==> config.mk <==
export PLATFORM = sky130hd
export DESIGN_NAME = igb_gearbox
export DESIGN_NICKNAME = d
export VERILOG_FILES = /design/src/igb_pkg.sv /design/src/igb_gearbox.sv
export SDC_FILE = /design/constraint.sdc
export NUM_CORES = 1
export LEC_CHECK = 0
export BUFFER_PORTS_ARGS = -buffer_cell sky130_fd_sc_hd__buf_4
export CORE_AREA = 2 2 58 74
export CTS_CLUSTER_SIZE = 28
export DETAILED_ROUTE_END_ITERATION = 16
export DIE_AREA = 0 0 60 76
export GPL_TIMING_DRIVEN = 1
export PLACE_DENSITY = 0.82
export SLEW_MARGIN = 20
export SYNTH_ARGS = -nofsm -noshare
export SYNTH_HDL_FRONTEND = slang
export SYNTH_SLANG_ARGS = --single-unit
==> constraint.sdc <==
create_clock -name clock -period 4.1 [get_ports clock]
set_input_delay 0.82 -clock clock [delete_from_list [all_inputs] [get_ports clock]]
set_output_delay 0.82 -clock clock [all_outputs]
set_load 0.02 [all_outputs]
==> src/igb_pkg.sv <==
// package for the input deserializer gearbox: modes, widths, carriers
//------------------------------------------------------------------------------
//------------------------------------------------------------------------------
package igb_pkg;

    // operating modes of the gearbox
    typedef enum logic [1:0]
    {
        igb_video_one_to_seven,
        generic_one_to_eight_mode,
        generic_one_to_four_mode
    } igb_mode_type;

    // word geometry
    localparam int WORD_W = 8;
    localparam int CNT_W = 3;
    localparam int HALF_W = 4;
    localparam int LANES = 2;
    // enabled clocks before the edge stage holds real pin samples
    localparam int FILL_STAGES = 3;

    // last bit index of a word per mode
    localparam logic [CNT_W-1:0] LAST_VIDEO = 3'h6;
    localparam logic [CNT_W-1:0] LAST_DDR8 = 3'h7;
    localparam logic [CNT_W-1:0] LAST_SPLIT = 3'h3;
    localparam logic [CNT_W-1:0] CNT_ONE = 3'h1;
    localparam logic [CNT_W-1:0] CNT_ZERO = 3'h0;

    // serial pins coming from outside the clock domain
    typedef struct packed
    {
        logic edge_clk;
        logic data_a;
        logic data_b;
    } igb_serial_type;

    // parallel word handed to the core
    typedef struct packed
    {
        logic valid;
        logic [WORD_W-1:0] data;
    } igb_word_type;

endpackage : igb_pkg

==> src/igb_gearbox.sv <==
// input deserializer gearbox: edge capture, word alignment, core word output
`timescale 1ns/100ps
`default_nettype none

module igb_gearbox
(
    // clock, reset, enable
    input wire logic clock,
    input wire logic reset_n,
    input wire logic clock_enable,
    // serial pins: fast edge clock and two data lines
    input wire logic fast_edge_clocks,
    input wire logic serial_data_a,
    input wire logic serial_data_b,
    // core controls
    input wire igb_pkg::igb_mode_type mode_sel,
    input wire logic word_align_request,
    // parallel word to the core
    output var igb_pkg::igb_word_type word_out_q
);

    //--------------------------------------------------------------------------
    // decoding helpers
    //--------------------------------------------------------------------------

    // last bit index of a lane's word; lane 1 only works in split mode
    function automatic logic [igb_pkg::CNT_W-1:0] lane_last(input igb_pkg::igb_mode_type m, input int lane);
        logic [igb_pkg::CNT_W-1:0] r;
        r = igb_pkg::LAST_SPLIT;
        if (m == igb_pkg::generic_one_to_eight_mode)
            r = igb_pkg::LAST_DDR8;
        else if (m == igb_pkg::igb_video_one_to_seven)
            r = igb_pkg::LAST_VIDEO;
        return (lane == 0) ? r : igb_pkg::LAST_SPLIT;
    endfunction : lane_last

    // is a lane running in this mode
    function automatic logic lane_on(input igb_pkg::igb_mode_type m, input int lane);
        return (lane == 0) || (m == igb_pkg::generic_one_to_four_mode);
    endfunction : lane_on

    //--------------------------------------------------------------------------
    // pin synchroniser and link edge detection
    //--------------------------------------------------------------------------
    igb_pkg::igb_serial_type pins_in;
    igb_pkg::igb_serial_type sync1_q;
    igb_pkg::igb_serial_type sync2_q;
    igb_pkg::igb_serial_type prev_q;
    logic req_prev_q;

    assign pins_in = '{edge_clk: fast_edge_clocks, data_a: serial_data_a, data_b: serial_data_b};

    // two flops per pin, then one more stage for edge finding
    always_ff @(posedge clock)
    begin
        if (!reset_n)
        begin
            sync1_q <= '0;
            sync2_q <= '0;
            prev_q <= '0;
            req_prev_q <= 1'b0;
        end
        else if (clock_enable)
        begin
            sync1_q <= pins_in;
            sync2_q <= sync1_q;
            prev_q <= sync2_q;
            req_prev_q <= word_align_request;
        end
    end

    // the chain refills after reset; until then a stage difference is only
    // the cleared value meeting a high pin, not a real link edge
    logic [igb_pkg::FILL_STAGES-1:0] fill_q;
    always_ff @(posedge clock)
    begin
        if (!reset_n)
            fill_q <= '0;
        else if (clock_enable)
            fill_q <= {fill_q[igb_pkg::FILL_STAGES-2:0], 1'b1};
    end
    wire chain_full = fill_q[igb_pkg::FILL_STAGES-1];

    // either edge of the link clock gives one bit; data is taken from the
    // sample just before the edge, where it has settled
    wire link_rise = sync2_q.edge_clk & ~prev_q.edge_clk;
    wire link_fall = ~sync2_q.edge_clk & prev_q.edge_clk;
    wire bit_strobe = clock_enable & chain_full & (link_rise | link_fall);
    wire [igb_pkg::LANES-1:0] lane_bit = {prev_q.data_b, prev_q.data_a};
    wire align_rise = clock_enable & word_align_request & ~req_prev_q;

    //--------------------------------------------------------------------------
    // per-lane capture and alignment stages
    //--------------------------------------------------------------------------
    logic [igb_pkg::WORD_W-1:0] shift_q [igb_pkg::LANES];
    logic [igb_pkg::WORD_W-1:0] aligned_q [igb_pkg::LANES];
    logic [igb_pkg::CNT_W-1:0] cnt_q [igb_pkg::LANES];
    logic [igb_pkg::LANES-1:0] slip_q;
    logic [igb_pkg::LANES-1:0] update_q;
    logic [igb_pkg::CNT_W-1:0] align_select_ctrl_q;

    generate
        for (genvar ln = 0; ln < igb_pkg::LANES; ln++)
        begin : g_lane
            wire active = lane_on(mode_sel, ln);
            wire take = bit_strobe & active;
            wire at_last = (cnt_q[ln] == lane_last(mode_sel, ln));
            wire word_done = take & at_last & ~slip_q[ln];
            wire [igb_pkg::CNT_W-1:0] cnt_next = at_last ? igb_pkg::CNT_ZERO : cnt_q[ln] + igb_pkg::CNT_ONE;

            // first stage: newest bit enters at bit 0
            always_ff @(posedge clock)
            begin
                if (!reset_n)
                    shift_q[ln] <= '0;
                else if (take)
                    shift_q[ln] <= {shift_q[ln][igb_pkg::WORD_W-2:0], lane_bit[ln]};
            end

            // second stage: a pending slip holds the count for one bit,
            // moving the boundary; a new request beats the clear
            always_ff @(posedge clock)
            begin
                if (!reset_n)
                begin
                    cnt_q[ln] <= igb_pkg::CNT_ZERO;
                    slip_q[ln] <= 1'b0;
                    update_q[ln] <= 1'b0;
                    aligned_q[ln] <= '0;
                end
                else if (clock_enable)
                begin
                    slip_q[ln] <= (align_rise & active) | (slip_q[ln] & ~take);
                    update_q[ln] <= word_done;
                    if (!active)
                        cnt_q[ln] <= igb_pkg::CNT_ZERO;
                    else if (take && !slip_q[ln])
                        cnt_q[ln] <= cnt_next;
                    if (word_done)
                        aligned_q[ln] <= {shift_q[ln][igb_pkg::WORD_W-2:0], lane_bit[ln]};
                end
            end
        end
    endgenerate

    // select control: running count of boundary slips within a word
    wire sel_wrap = (align_select_ctrl_q == lane_last(mode_sel, 0));
    always_ff @(posedge clock)
    begin
        if (!reset_n)
            align_select_ctrl_q <= igb_pkg::CNT_ZERO;
        else if (align_rise)
            align_select_ctrl_q <= sel_wrap ? igb_pkg::CNT_ZERO : align_select_ctrl_q + igb_pkg::CNT_ONE;
    end

    //--------------------------------------------------------------------------
    // third stage: word onto the system clock
    //--------------------------------------------------------------------------
    wire split = (mode_sel == igb_pkg::generic_one_to_four_mode);
    wire video = (mode_sel == igb_pkg::igb_video_one_to_seven);
    wire [igb_pkg::WORD_W-1:0] word_map =
        split ? {aligned_q[0][igb_pkg::HALF_W-1:0], aligned_q[1][igb_pkg::HALF_W-1:0]} :
        video ? {1'b0, aligned_q[0][igb_pkg::WORD_W-2:0]} : aligned_q[0];
    wire word_ready = split ? |update_q : update_q[0];

    // the word only moves when a new one is complete, so the core sees it stable
    always_ff @(posedge clock)
    begin
        if (!reset_n)
            word_out_q <= '0;
        else if (clock_enable)
        begin
            word_out_q.valid <= word_ready;
            if (word_ready)
                word_out_q.data <= word_map;
        end
    end

    //--------------------------------------------------------------------------
    // checks
    //--------------------------------------------------------------------------
    // lane 0 word end, seen from outside the generate scope
    wire at_last0 = (cnt_q[0] == lane_last(mode_sel, 0));
endmodule : igb_gearbox

`default_nettype wire

==> results.sh, run 1 <==
export IMPL_area_sequential_mm2=0.001361
export IMPL_avgSynthCellArea_um2=11.69
export IMPL_track_usage_pct=16.88
export IMPL_critPathMaxFanout=11
export IMPL_grt_pass1_wl_um=5816
export IMPL_cts_num_sinks=54
export IMPL_grt_max_degree=26
export IMPL_synthesis_nets=205
export IMPL_synth_edff_count=28
export IMPL_fin_area_mm2=0.002507
export IMPL_vdd_ir_drop_max_uv=349.7
export IMPL_num_antenna_cells=0
export IMPL_seq_area_frac_synth_pct=60.34
export IMPL_cts_buffers=5
export IMPL_fraction_of_final_layout_cells_sized_beyond_drive_strength_1_pct=17.22
export IMPL_remaining_drc_errors=0
export IMPL_clock_root_buffer="clkbuf_8"
export IMPL_hold_worst_slack_ns=0.4826
export IMPL_rr_endpoint="aligned_q[0][7]"
export IMPL_yosysWarnings=0
export IMPL_final_net_count=220
export IMPL_finalHoldViolCount=0
export IMPL_timing_critical_path_from_type="input port"
export IMPL_final_cell_count_no_fill=265
export IMPL_synth_async_reset_ratio_pct=0
export IMPL_cts_htree_levels=2
export IMPL_multi_input_area_um2=823.3
export IMPL_final_period_minus_worst_setup_slack_ns=2.174
export IMPL_core_rowCount=26
export IMPL_clk_pin_slew_ns=0.09
export IMPL_worstHoldPathType="flip-flop to flip-flop"
export IMPL_effective_utilization_at_floorplan_pct=57.31
export IMPL_worstPathRequired_ns=4.05
export IMPL_floorplan_die_area_mm2=0.004560
export IMPL_wirelength_routed_um=3493
export IMPL_total_of_fill_cells_in_the_finished_design=328
export IMPL_clock_skew_ns=0.01088
export IMPL_pwr_density_cell_mw_per_mm2=376.5
export IMPL_clk_latency_ns=0.30
export IMPL_drt_vias_per_instance=5.264
export IMPL_timing_hold_worst_start="fill_q[0]"
export IMPL_critical_path_class="input port to flip-flop"
export IMPL_p_total_w=0.0009440
export IMPL_antenna_violations_before_repair=0
export IMPL_max_cap_viol_count=0
export IMPL_port_buffer_count=17
export IMPL_run_status="complete, no violations"
export IMPL_post_dp_cell_area_mm2=0.002409
export IMPL_synthMostInstantiatedCell="edfxtp_1"
export IMPL_drt_first_iter_violations=50
export IMPL_netlist_cell_type_count=41
export IMPL_min_to="fill_q[0]"
export IMPL_finalSetupViolations=0
export IMPL_cts_tree="done"
export IMPL_reg2regPathDepth=4
export IMPL_worst_pin_slew_ns=0.7119
export IMPL_report_final_slew_viol_count=0
export IMPL_postSynth_topFlopCell="edfxtp_1"
export IMPL_post_cts_setup_buffer_count=0
export IMPL_clock_fmax_mhz=460.0
export IMPL_area_growth_synth_to_final_pct=11.15
export IMPL_vias=1395
export IMPL_synthTopCellsByCount="edfxtp_1, dfxtp_1, nor2_1"
export IMPL_postCtsHoldBufs=0
export IMPL_io_pins=18
export IMPL_detailed_place_hpwl_um=2664
export IMPL_post_cts_resized_instances=0
export IMPL_grt_overflow_total=0
export IMPL_die_h_um=76
export IMPL_register_to_register_path_setup_slack_ns=2.24
export IMPL_final_period_utilization_pct=53.02
export IMPL_grt_setup_unrepaired="no"
export IMPL_synth_top_cell_by_area="edfxtp_1"
export IMPL_leakage_nw=0.9945
export IMPL_number_of_iterations_in_the_first_detailed_routing_pass=4
export IMPL_worstPathArrival_ns=2.12
export IMPL_ctsLongestPathBuffers=2
export IMPL_gp_congestion=0.8231
export IMPL_detail_route_antenna_nets=0
export IMPL_whs_path_depth=2
export IMPL_placed_cells=257
export IMPL_synth_ff_latch_count=54
export IMPL_timing_critical_path_to_type="flip-flop"
export IMPL_synth_top_cell_area_share_pct=37.27
export IMPL_grt_pass1_vias=1364
export IMPL_timing_setup_tns_ns=0
export IMPL_max_slew_margin_rel_pct=52.44
export IMPL_syn_cell_area_mm2=0.002256
export IMPL_synth_area_leaders="edfxtp_1, dfxtp_1, mux2i_1"
export IMPL_coreArea_mm2=0.003936
export IMPL_synthCells=193
export IMPL_die_width_um=60
export IMPL_critical_path_reg2reg_startpoint="cnt_q[0][0]"
export IMPL_wire_per_inst_um=13.18
cells by family after synthesis:
| group | after synthesis | share of synthesized area [%] |
|---|---|---|
| multiplexers | 12 | 5.325 |
| buffers and inverters | 15 | 3.161 |
| XOR/XNOR | 3 | 1.498 |
| flip-flops | 54 | 60.34 |
| AO/OA/AOI/OAI | 19 | 7.322 |
| AND/OR/NAND/NOR | 87 | 20.69 |
| adder cells (fa/ha/maj) | 3 | 1.664 |
power breakdown:
group	switching, W	leakage [nW]	total, W	internal (W)
registers	0.0000103	0.502	0.000593	0.000582
clock network	0.000164	0.0478	0.000304	0.000139
logic	0.0000292	0.445	0.0000478	0.0000186
area by class of cell:
type                            count  area share (%)
Timing Repair Buffer               18           5.389
Tap cell                           56           2.794
Clock buffer                        6           3.293
Clock inverter                      2          0.6487
Inverter                            5          0.7485
Sequential cell                    54           54.29
Multi-Input combinational cell    124           32.83
how the worst max path moves through the flow:
stage	depth (start not counted)	end	startpoint
6_report	4	aligned_q[1][3]	mode_sel[0]
4_1_cts	4	aligned_q[1][3]	mode_sel[0]
3_3_place_gp	4	aligned_q[1][2]	mode_sel[0]
3_5_place_dp	4	aligned_q[1][3]	mode_sel[0]
2_1_floorplan	6	aligned_q[1][0]	clock_enable
5_1_grt	4	aligned_q[1][3]	mode_sel[1]
routing by layer:
metal,wire (um),track usage [%],share of wire [%],vias to the layer above
met5,0,0,0,-
met4,107,8.444,3.1,0
met3,129,3.565,3.7,8
met2,1874,29.13,54,32
met1,1382,18.81,40,643
li1,-,-,-,712
through the flow:
stage | setup WS (ns) | util (%)
finish | 1.926 | 63.70
global placement | 1.670 | 61.19
CTS | 1.954 | 63.70
detailed placement | 1.636 | 61.19
floorplan | 1.914 | -
global route | 1.744 | 63.70
worst max-delay path: stages:
cell	delay, ns
buf_4	0.13
nor2b_1	0.56
nand2_1	0.15
o21ai_0	0.47
placed cells by master, fill, tap and decap left out, types with 3 or more instances in the layout:
master,instances
edfxtp_1,28
dfxtp_1,26
nor2_1,25
nand2_1,21
buf_4,18
and3_1,14
mux2i_1,12
and2_1,9
a311oi_1,7
clkbuf_8,6
inv_1,4
ha_1,3
state kept, by name, indices dropped and copies added, names as in the netlist:
| name | cells |
|---|---|
| lane_bit | 2 |
| sync2_q | 3 |
| cnt_q | 6 |
| aligned_q | 12 |
| update_q | 2 |
| prev_q | 1 |
| slip_q | 2 |
| req_prev_q | 1 |
| fill_q | 3 |
| sync1_q | 3 |
| word_out_q | 9 |
| shift_q | 10 |
Power figures use the tool's default switching activity.
==> run 2: changes to the inputs <==
--- a/config.mk
+++ b/config.mk
@@ -6,12 +6,12 @@
 export NUM_CORES = 1
 export LEC_CHECK = 0
 export BUFFER_PORTS_ARGS = -buffer_cell sky130_fd_sc_hd__buf_4
-export CORE_AREA = 2 2 58 74
+export CORE_AREA = 2 2 62 78
 export CTS_CLUSTER_SIZE = 28
 export DETAILED_ROUTE_END_ITERATION = 16
-export DIE_AREA = 0 0 60 76
+export DIE_AREA = 0 0 64 80
 export GPL_TIMING_DRIVEN = 1
-export PLACE_DENSITY = 0.82
+export PLACE_DENSITY = 0.77
 export SLEW_MARGIN = 20
 export SYNTH_ARGS = -nofsm -noshare
 export SYNTH_HDL_FRONTEND = slang
==> constraint.sdc (replaced) <==
create_clock -name clock -period 1.8 [get_ports clock]
set_input_delay 0.36 -clock clock [delete_from_list [all_inputs] [get_ports clock]]
set_output_delay 0.36 -clock clock [all_outputs]
set_load 0.02 [all_outputs]
==> run 2 against run 1 <==
Count of clock-buffer cells in the layout shrank 1; clock power grew to 2.6 times the previous value; setup slack lost 1.8 ns; non-clock buffer count grew 6; die area grew 12%; critical path depth is the same; critical endpoint is now aligned_q[0][4].
==> results.sh, run 2 (synthesis results as in run 1) <==
export IMPL_final_cell_count_no_fill=273
export IMPL_wirelength_routed_um=3813
export IMPL_final_period_utilization_pct=91.55
export IMPL_hold_worst_slack_ns=0.2857
export IMPL_placed_cells=265
export IMPL_leakage_nw=1.033
export IMPL_vdd_ir_drop_max_uv=495.6
export IMPL_grt_max_degree=26
export IMPL_wire_per_inst_um=13.97
export IMPL_max_cap_viol_count=0
export IMPL_worstHoldPathType="input port to flip-flop"
export IMPL_num_antenna_cells=0
export IMPL_coreArea_mm2=0.004358
export IMPL_clk_latency_ns=0.31
export IMPL_clk_pin_slew_ns=0.10
export IMPL_drt_first_iter_violations=53
export IMPL_post_cts_resized_instances=0
export IMPL_post_cts_setup_buffer_count=0
export IMPL_worstPathRequired_ns=1.81
export IMPL_fraction_of_final_layout_cells_sized_beyond_drive_strength_1_pct=20.00
export IMPL_top_register="aligned_q"
export IMPL_p_total_w=0.002264
export IMPL_die_h_um=80
export IMPL_port_buffer_count=17
export IMPL_worst_pin_slew_ns=0.4219
export IMPL_clock_skew_ns=0.008883
export IMPL_remaining_drc_errors=0
export IMPL_finalSetupViolations=0
export IMPL_number_of_iterations_in_the_first_detailed_routing_pass=4
export IMPL_report_final_slew_viol_count=0
export IMPL_cts_tree="done"
export IMPL_finalHoldViolCount=0
export IMPL_cts_buffers=5
export IMPL_cts_num_sinks=54
export IMPL_gp_congestion=0.8122
export IMPL_timing_setup_tns_ns=0
export IMPL_max_ffs_per_register=12
export IMPL_most_common_layout_cells="edfxtp_1, dfxtp_1, nor2_1, buf_4, nand2_1"
export IMPL_critical_path_class="flip-flop to flip-flop"
export IMPL_timing_critical_path_from_type="flip-flop"
export IMPL_worstPathArrival_ns=1.66
export IMPL_grt_overflow_total=0
export IMPL_layout_core_utilization_pct=58.91
export IMPL_detail_route_antenna_nets=0
export IMPL_drt_vias_per_instance=5.242
export IMPL_grt_setup_unrepaired="no"
export IMPL_grt_pass1_wl_um=6230
export IMPL_die_width_um=64
export IMPL_leading_cell_type_in_the_layout_fill_and_taps_excluded="edfxtp_1"
export IMPL_clock_fmax_mhz=606.8
export IMPL_pwr_density_cell_mw_per_mm2=881.8
export IMPL_postCtsHoldBufs=0
export IMPL_clock_root_buffer="clkbuf_8"
export IMPL_effective_utilization_at_floorplan_pct=51.77
export IMPL_ctsLongestPathBuffers=2
export IMPL_floorplan_die_area_mm2=0.005120
export IMPL_detailed_place_hpwl_um=2676
export IMPL_final_net_count=226
export IMPL_total_of_fill_cells_in_the_finished_design=363
export IMPL_antenna_violations_before_repair=0
export IMPL_area_growth_synth_to_final_pct=13.81
export IMPL_core_rowCount=27
export IMPL_cts_htree_levels=2
export IMPL_final_period_minus_worst_setup_slack_ns=1.648
export IMPL_track_usage_pct=16.38
export IMPL_io_pins=18
export IMPL_max_slew_margin_rel_pct=71.57
export IMPL_critPathMaxFanout=8
export IMPL_layout_top_registers="aligned_q: 12 flops, shift_q: 10 flops, word_out_q: 9 flops"
export IMPL_run_status="complete, no violations"
export IMPL_timing_critical_path_to_type="flip-flop"
export IMPL_grt_pass1_vias=1359
export IMPL_vias=1431
## run 2: changes by cell type in the layout (fill, tap and decap cells not counted)
cell,before,now
inv_6,1,0
clkbuf_8,6,5
nand2_1,21,20
clkinvlp_4,1,0
bufinv_16,0,1
nand2_2,1,2
buf_4,18,24
clkinv_2,0,2
## run 2: cell type report
type / count / area (um^2) / area share [%]
inverters: 5 / 18.77 / 0.7310
repair buffers: 24 / 180.2 / 7.018
well taps: 58 / 72.57 / 2.827
multi-input cells: 124 / 825.8 / 32.16
clock inverters: 3 / 40.04 / 1.559
clock buffers: 5 / 68.82 / 2.680
flip-flops and latches: 54 / 1361 / 53.02
## run 2: path summary, 6_finish.rpt
check,start,end,slack (ns),cells after the start
min reg2reg,fill_q[0],fill_q[0],0.48,2
min,fast_edge_clocks,sync1_q[2],0.29,3
max,cnt_q[0][0],aligned_q[0][4],0.15,4
max reg2reg,cnt_q[0][0],aligned_q[0][4],0.15,4
## run 2: where the power goes
group	internal, W	switching, W
sequential	0.00133	0.0000226
clock	0.000410	0.000388
combinational	0.0000483	0.0000692
total	0.00178	0.000479
## run 2: per-stage QoR
stage	cell area, um^2	worst slack [ns]
6_report	2567	0.1521
5_1_grt	2567	0.08351
4_1_cts	2565	0.02767
3_5_place_dp	2456	-0.003317
3_3_place_gp	2456	0.05682
2_1_floorplan	2256	0.07382
## run 2: layer usage
layer	part of all wire [%]	vias up	track usage, %
li1	-	729	-
met1	45	676	18.23
met2	50	20	28.85
met3	3.1	6	4.654
met4	1.6	0	7.174
met5	0	-	0
## run 2: worst max-delay path, cell delays in order, from the launching register on
cell and delay [ns]:
edfxtp_1 0.45, xnor2_1 0.19, a41oi_2 0.15, or3_4 0.36, nand2_2 0.19
==> run 3: changes to the inputs <==
--- a/config.mk
+++ b/config.mk
@@ -6,12 +6,13 @@
 export NUM_CORES = 1
 export LEC_CHECK = 0
 export BUFFER_PORTS_ARGS = -buffer_cell sky130_fd_sc_hd__buf_4
-export CORE_AREA = 2 2 62 78
+export CORE_AREA = 2 2 61 77
+export CTS_BUF_LIST = sky130_fd_sc_hd__clkbuf_8
 export CTS_CLUSTER_SIZE = 28
 export DETAILED_ROUTE_END_ITERATION = 16
-export DIE_AREA = 0 0 64 80
+export DIE_AREA = 0 0 63 79
 export GPL_TIMING_DRIVEN = 1
-export PLACE_DENSITY = 0.77
+export PLACE_DENSITY = 0.79
 export SLEW_MARGIN = 20
 export SYNTH_ARGS = -nofsm -noshare
 export SYNTH_HDL_FRONTEND = slang
==> run 3 against run 2 <==
Critical path depth unchanged; hold slack gained 0.0024 ns; fmax rose by 0.29%; combinational power about the same; register-to-register slack barely moved; sequential power hardly changed; largest power group unchanged.
==> results.sh, run 3 (synthesis results as in run 1) <==
export IMPL_grt_setup_unrepaired="no"
export IMPL_worstPathArrival_ns=1.65
export IMPL_rr_endpoint="aligned_q[0][2]"
export IMPL_finalSetupViolations=0
export IMPL_netSwitchingPower_w=0.0004984
export IMPL_wirelength_routed_um=3561
export IMPL_worst_pin_slew_ns=0.4313
export IMPL_timing_setup_tns_ns=0
export IMPL_grt_pass1_wl_um=6058
export IMPL_critPathMaxFanout=8
export IMPL_max_cap_viol_count=0
export IMPL_most_common_layout_cells="edfxtp_1, dfxtp_1, nor2_1, buf_4, nand2_1"
export IMPL_clock_fmax_mhz=608.6
export IMPL_power_share_switching_pct=23.13
export IMPL_ctsLongestPathBuffers=2
export IMPL_wire_per_inst_um=13.04
export IMPL_worst_setup_path_endpoint="aligned_q[0][2]"
export IMPL_gp_congestion=0.7581
export IMPL_cts_buffers=5
export IMPL_reg2regPathDepth=4
export IMPL_postCtsHoldBufs=0
export IMPL_area_sequential_mm2=0.001361
export IMPL_floorplan_die_area_mm2=0.004977
export IMPL_antenna_violations_before_repair=0
export IMPL_worstPathRequired_ns=1.81
export IMPL_design_internal_power_w=0.001656
export IMPL_grt_overflow_total=0
export IMPL_max_slew_margin_rel_pct=70.95
export IMPL_drt_vias_per_instance=5.253
export IMPL_track_usage_pct=15.67
export IMPL_detailed_place_hpwl_um=2589
export IMPL_num_antenna_cells=0
export IMPL_clk_pin_slew_ns=0.10
export IMPL_total_of_fill_cells_in_the_finished_design=375
export IMPL_p_total_w=0.002155
export IMPL_worstHoldPathType="input port to flip-flop"
export IMPL_area_growth_synth_to_final_pct=13.14
export IMPL_fraction_of_final_layout_cells_sized_beyond_drive_strength_1_pct=20.00
export IMPL_register_to_register_path_setup_slack_ns=0.16
export IMPL_core_rowCount=27
export IMPL_grt_max_degree=26
export IMPL_power_combinational_fraction_pct=5.4
export IMPL_final_period_minus_worst_setup_slack_ns=1.643
export IMPL_port_buffer_count=17
export IMPL_coreArea_mm2=0.004290
export IMPL_finalHoldViolCount=0
export IMPL_number_of_iterations_in_the_first_detailed_routing_pass=4
export IMPL_timing_hold_worst_start="serial_data_a"
export IMPL_drt_first_iter_violations=41
export IMPL_multi_input_area_um2=825.8
export IMPL_sequential_power_share_pct=62.6
export IMPL_run_status="complete, no violations"
export IMPL_cts_num_sinks=54
export IMPL_leading_cell_type_in_the_layout_fill_and_taps_excluded="edfxtp_1"
export IMPL_max_ffs_per_register=12
export IMPL_timing_critical_path_from_type="flip-flop"
export IMPL_final_cell_count_no_fill=273
export IMPL_clkPwrFrac_pct=32.0
export IMPL_placed_cells=265
export IMPL_critical_path_reg2reg_startpoint="cnt_q[0][0]"
export IMPL_report_final_slew_viol_count=0
export IMPL_top_register="aligned_q"
export IMPL_vdd_ir_drop_max_uv=817.9
export IMPL_final_period_utilization_pct=91.28
export IMPL_die_h_um=79
export IMPL_startpoint="cnt_q[0][0]"
export IMPL_final_net_count=226
export IMPL_vias=1434
export IMPL_remaining_drc_errors=0
export IMPL_clock_root_buffer="clkbuf_8"
export IMPL_clock_skew_ns=0.01263
export IMPL_grt_pass1_vias=1360
export IMPL_io_pins=18
export IMPL_leakage_nw=1.020
export IMPL_critical_path_class="flip-flop to flip-flop"
export IMPL_pwr_density_cell_mw_per_mm2=844.2
export IMPL_detail_route_antenna_nets=0
export IMPL_cts_tree="done"
export IMPL_effective_utilization_at_floorplan_pct=52.58
export IMPL_timing_critical_path_to_type="flip-flop"
export IMPL_die_width_um=63
export IMPL_clk_latency_ns=0.31
export IMPL_layout_top_registers="aligned_q: 12 flops, shift_q: 10 flops, word_out_q: 9 flops"
export IMPL_cts_htree_levels=2
-- run 3: changes by cell type in the layout (fill, tap and decap cells not counted), sizes merged --
cell      change
clkinv        -1
bufinv        -1
clkinvlp      +1
inv           +1
-- run 3: how the worst min path moves through the flow --
stage          depth (start not counted)  slack (ns)    endpoint
2_1_floorplan                          2        0.44   fill_q[0]
3_3_place_gp                           2        0.45   fill_q[0]
3_5_place_dp                           2        0.46   fill_q[0]
4_1_cts                                3        0.28  sync1_q[0]
5_1_grt                                3        0.30  sync1_q[0]
6_report                               3        0.29  sync1_q[1]
-- run 3: power groups by stage --
stage	clock network [W]	logic (W)	registers (W)
floorplan	0	0.0000806	0.00137
global placement	0	0.000114	0.00138
detailed placement	0	0.000116	0.00138
CTS	0.000703	0.000117	0.00135
global route	0.000753	0.000130	0.00135
finish	0.000690	0.000116	0.00135
-- run 3: final cells by class --
cell class                 instances  share of cell area [%]
clock buffer                       5                   2.696
tap                               58                   2.843
multi-input combinational        124                   32.35
clock inverter                     3                  0.9804
timing repair buffer              24                   7.059
sequential                        54                   53.33
inverter                           5                  0.7353
-- run 3: timing repair --
item,in CTS,in global routing
gates resized for setup,0,1
endpoints found under the setup margin,0,8
setup buffers,0,0
-- run 3: worst max-delay path: stages, from the launching register on --
cell and delay, ns:
edfxtp_1 0.46, xnor2_1 0.21, a41oi_2 0.14, or3_4 0.36, nand2_2 0.18
-- run 3: metal layers --
layer  vias to the layer above  global-route usage [%]  share of wire, %
met2                        31                   27.98                49
met4                         0                   7.333               2.2
met1                       666                   17.66                44
li1                        728                       -                 -
met5                         -                       0                 0
met3                         9                   3.541               4.2
-- run 3: metrics by stage --
step | util [%] | cell area [um^2] | setup slack [ns] | hold slack [ns]
3_3_place_gp | 57.25 | 2456 | 0.05584 | 0.4494
5_1_grt | 59.49 | 2552 | 0.04437 | 0.2966
3_5_place_dp | 57.25 | 2456 | 0.01235 | 0.4614
4_1_cts | 59.43 | 2550 | 0.03815 | 0.2832
6_report | 59.49 | 2552 | 0.1570 | 0.2881
2_1_floorplan | - | 2256 | 0.07382 | 0.4401
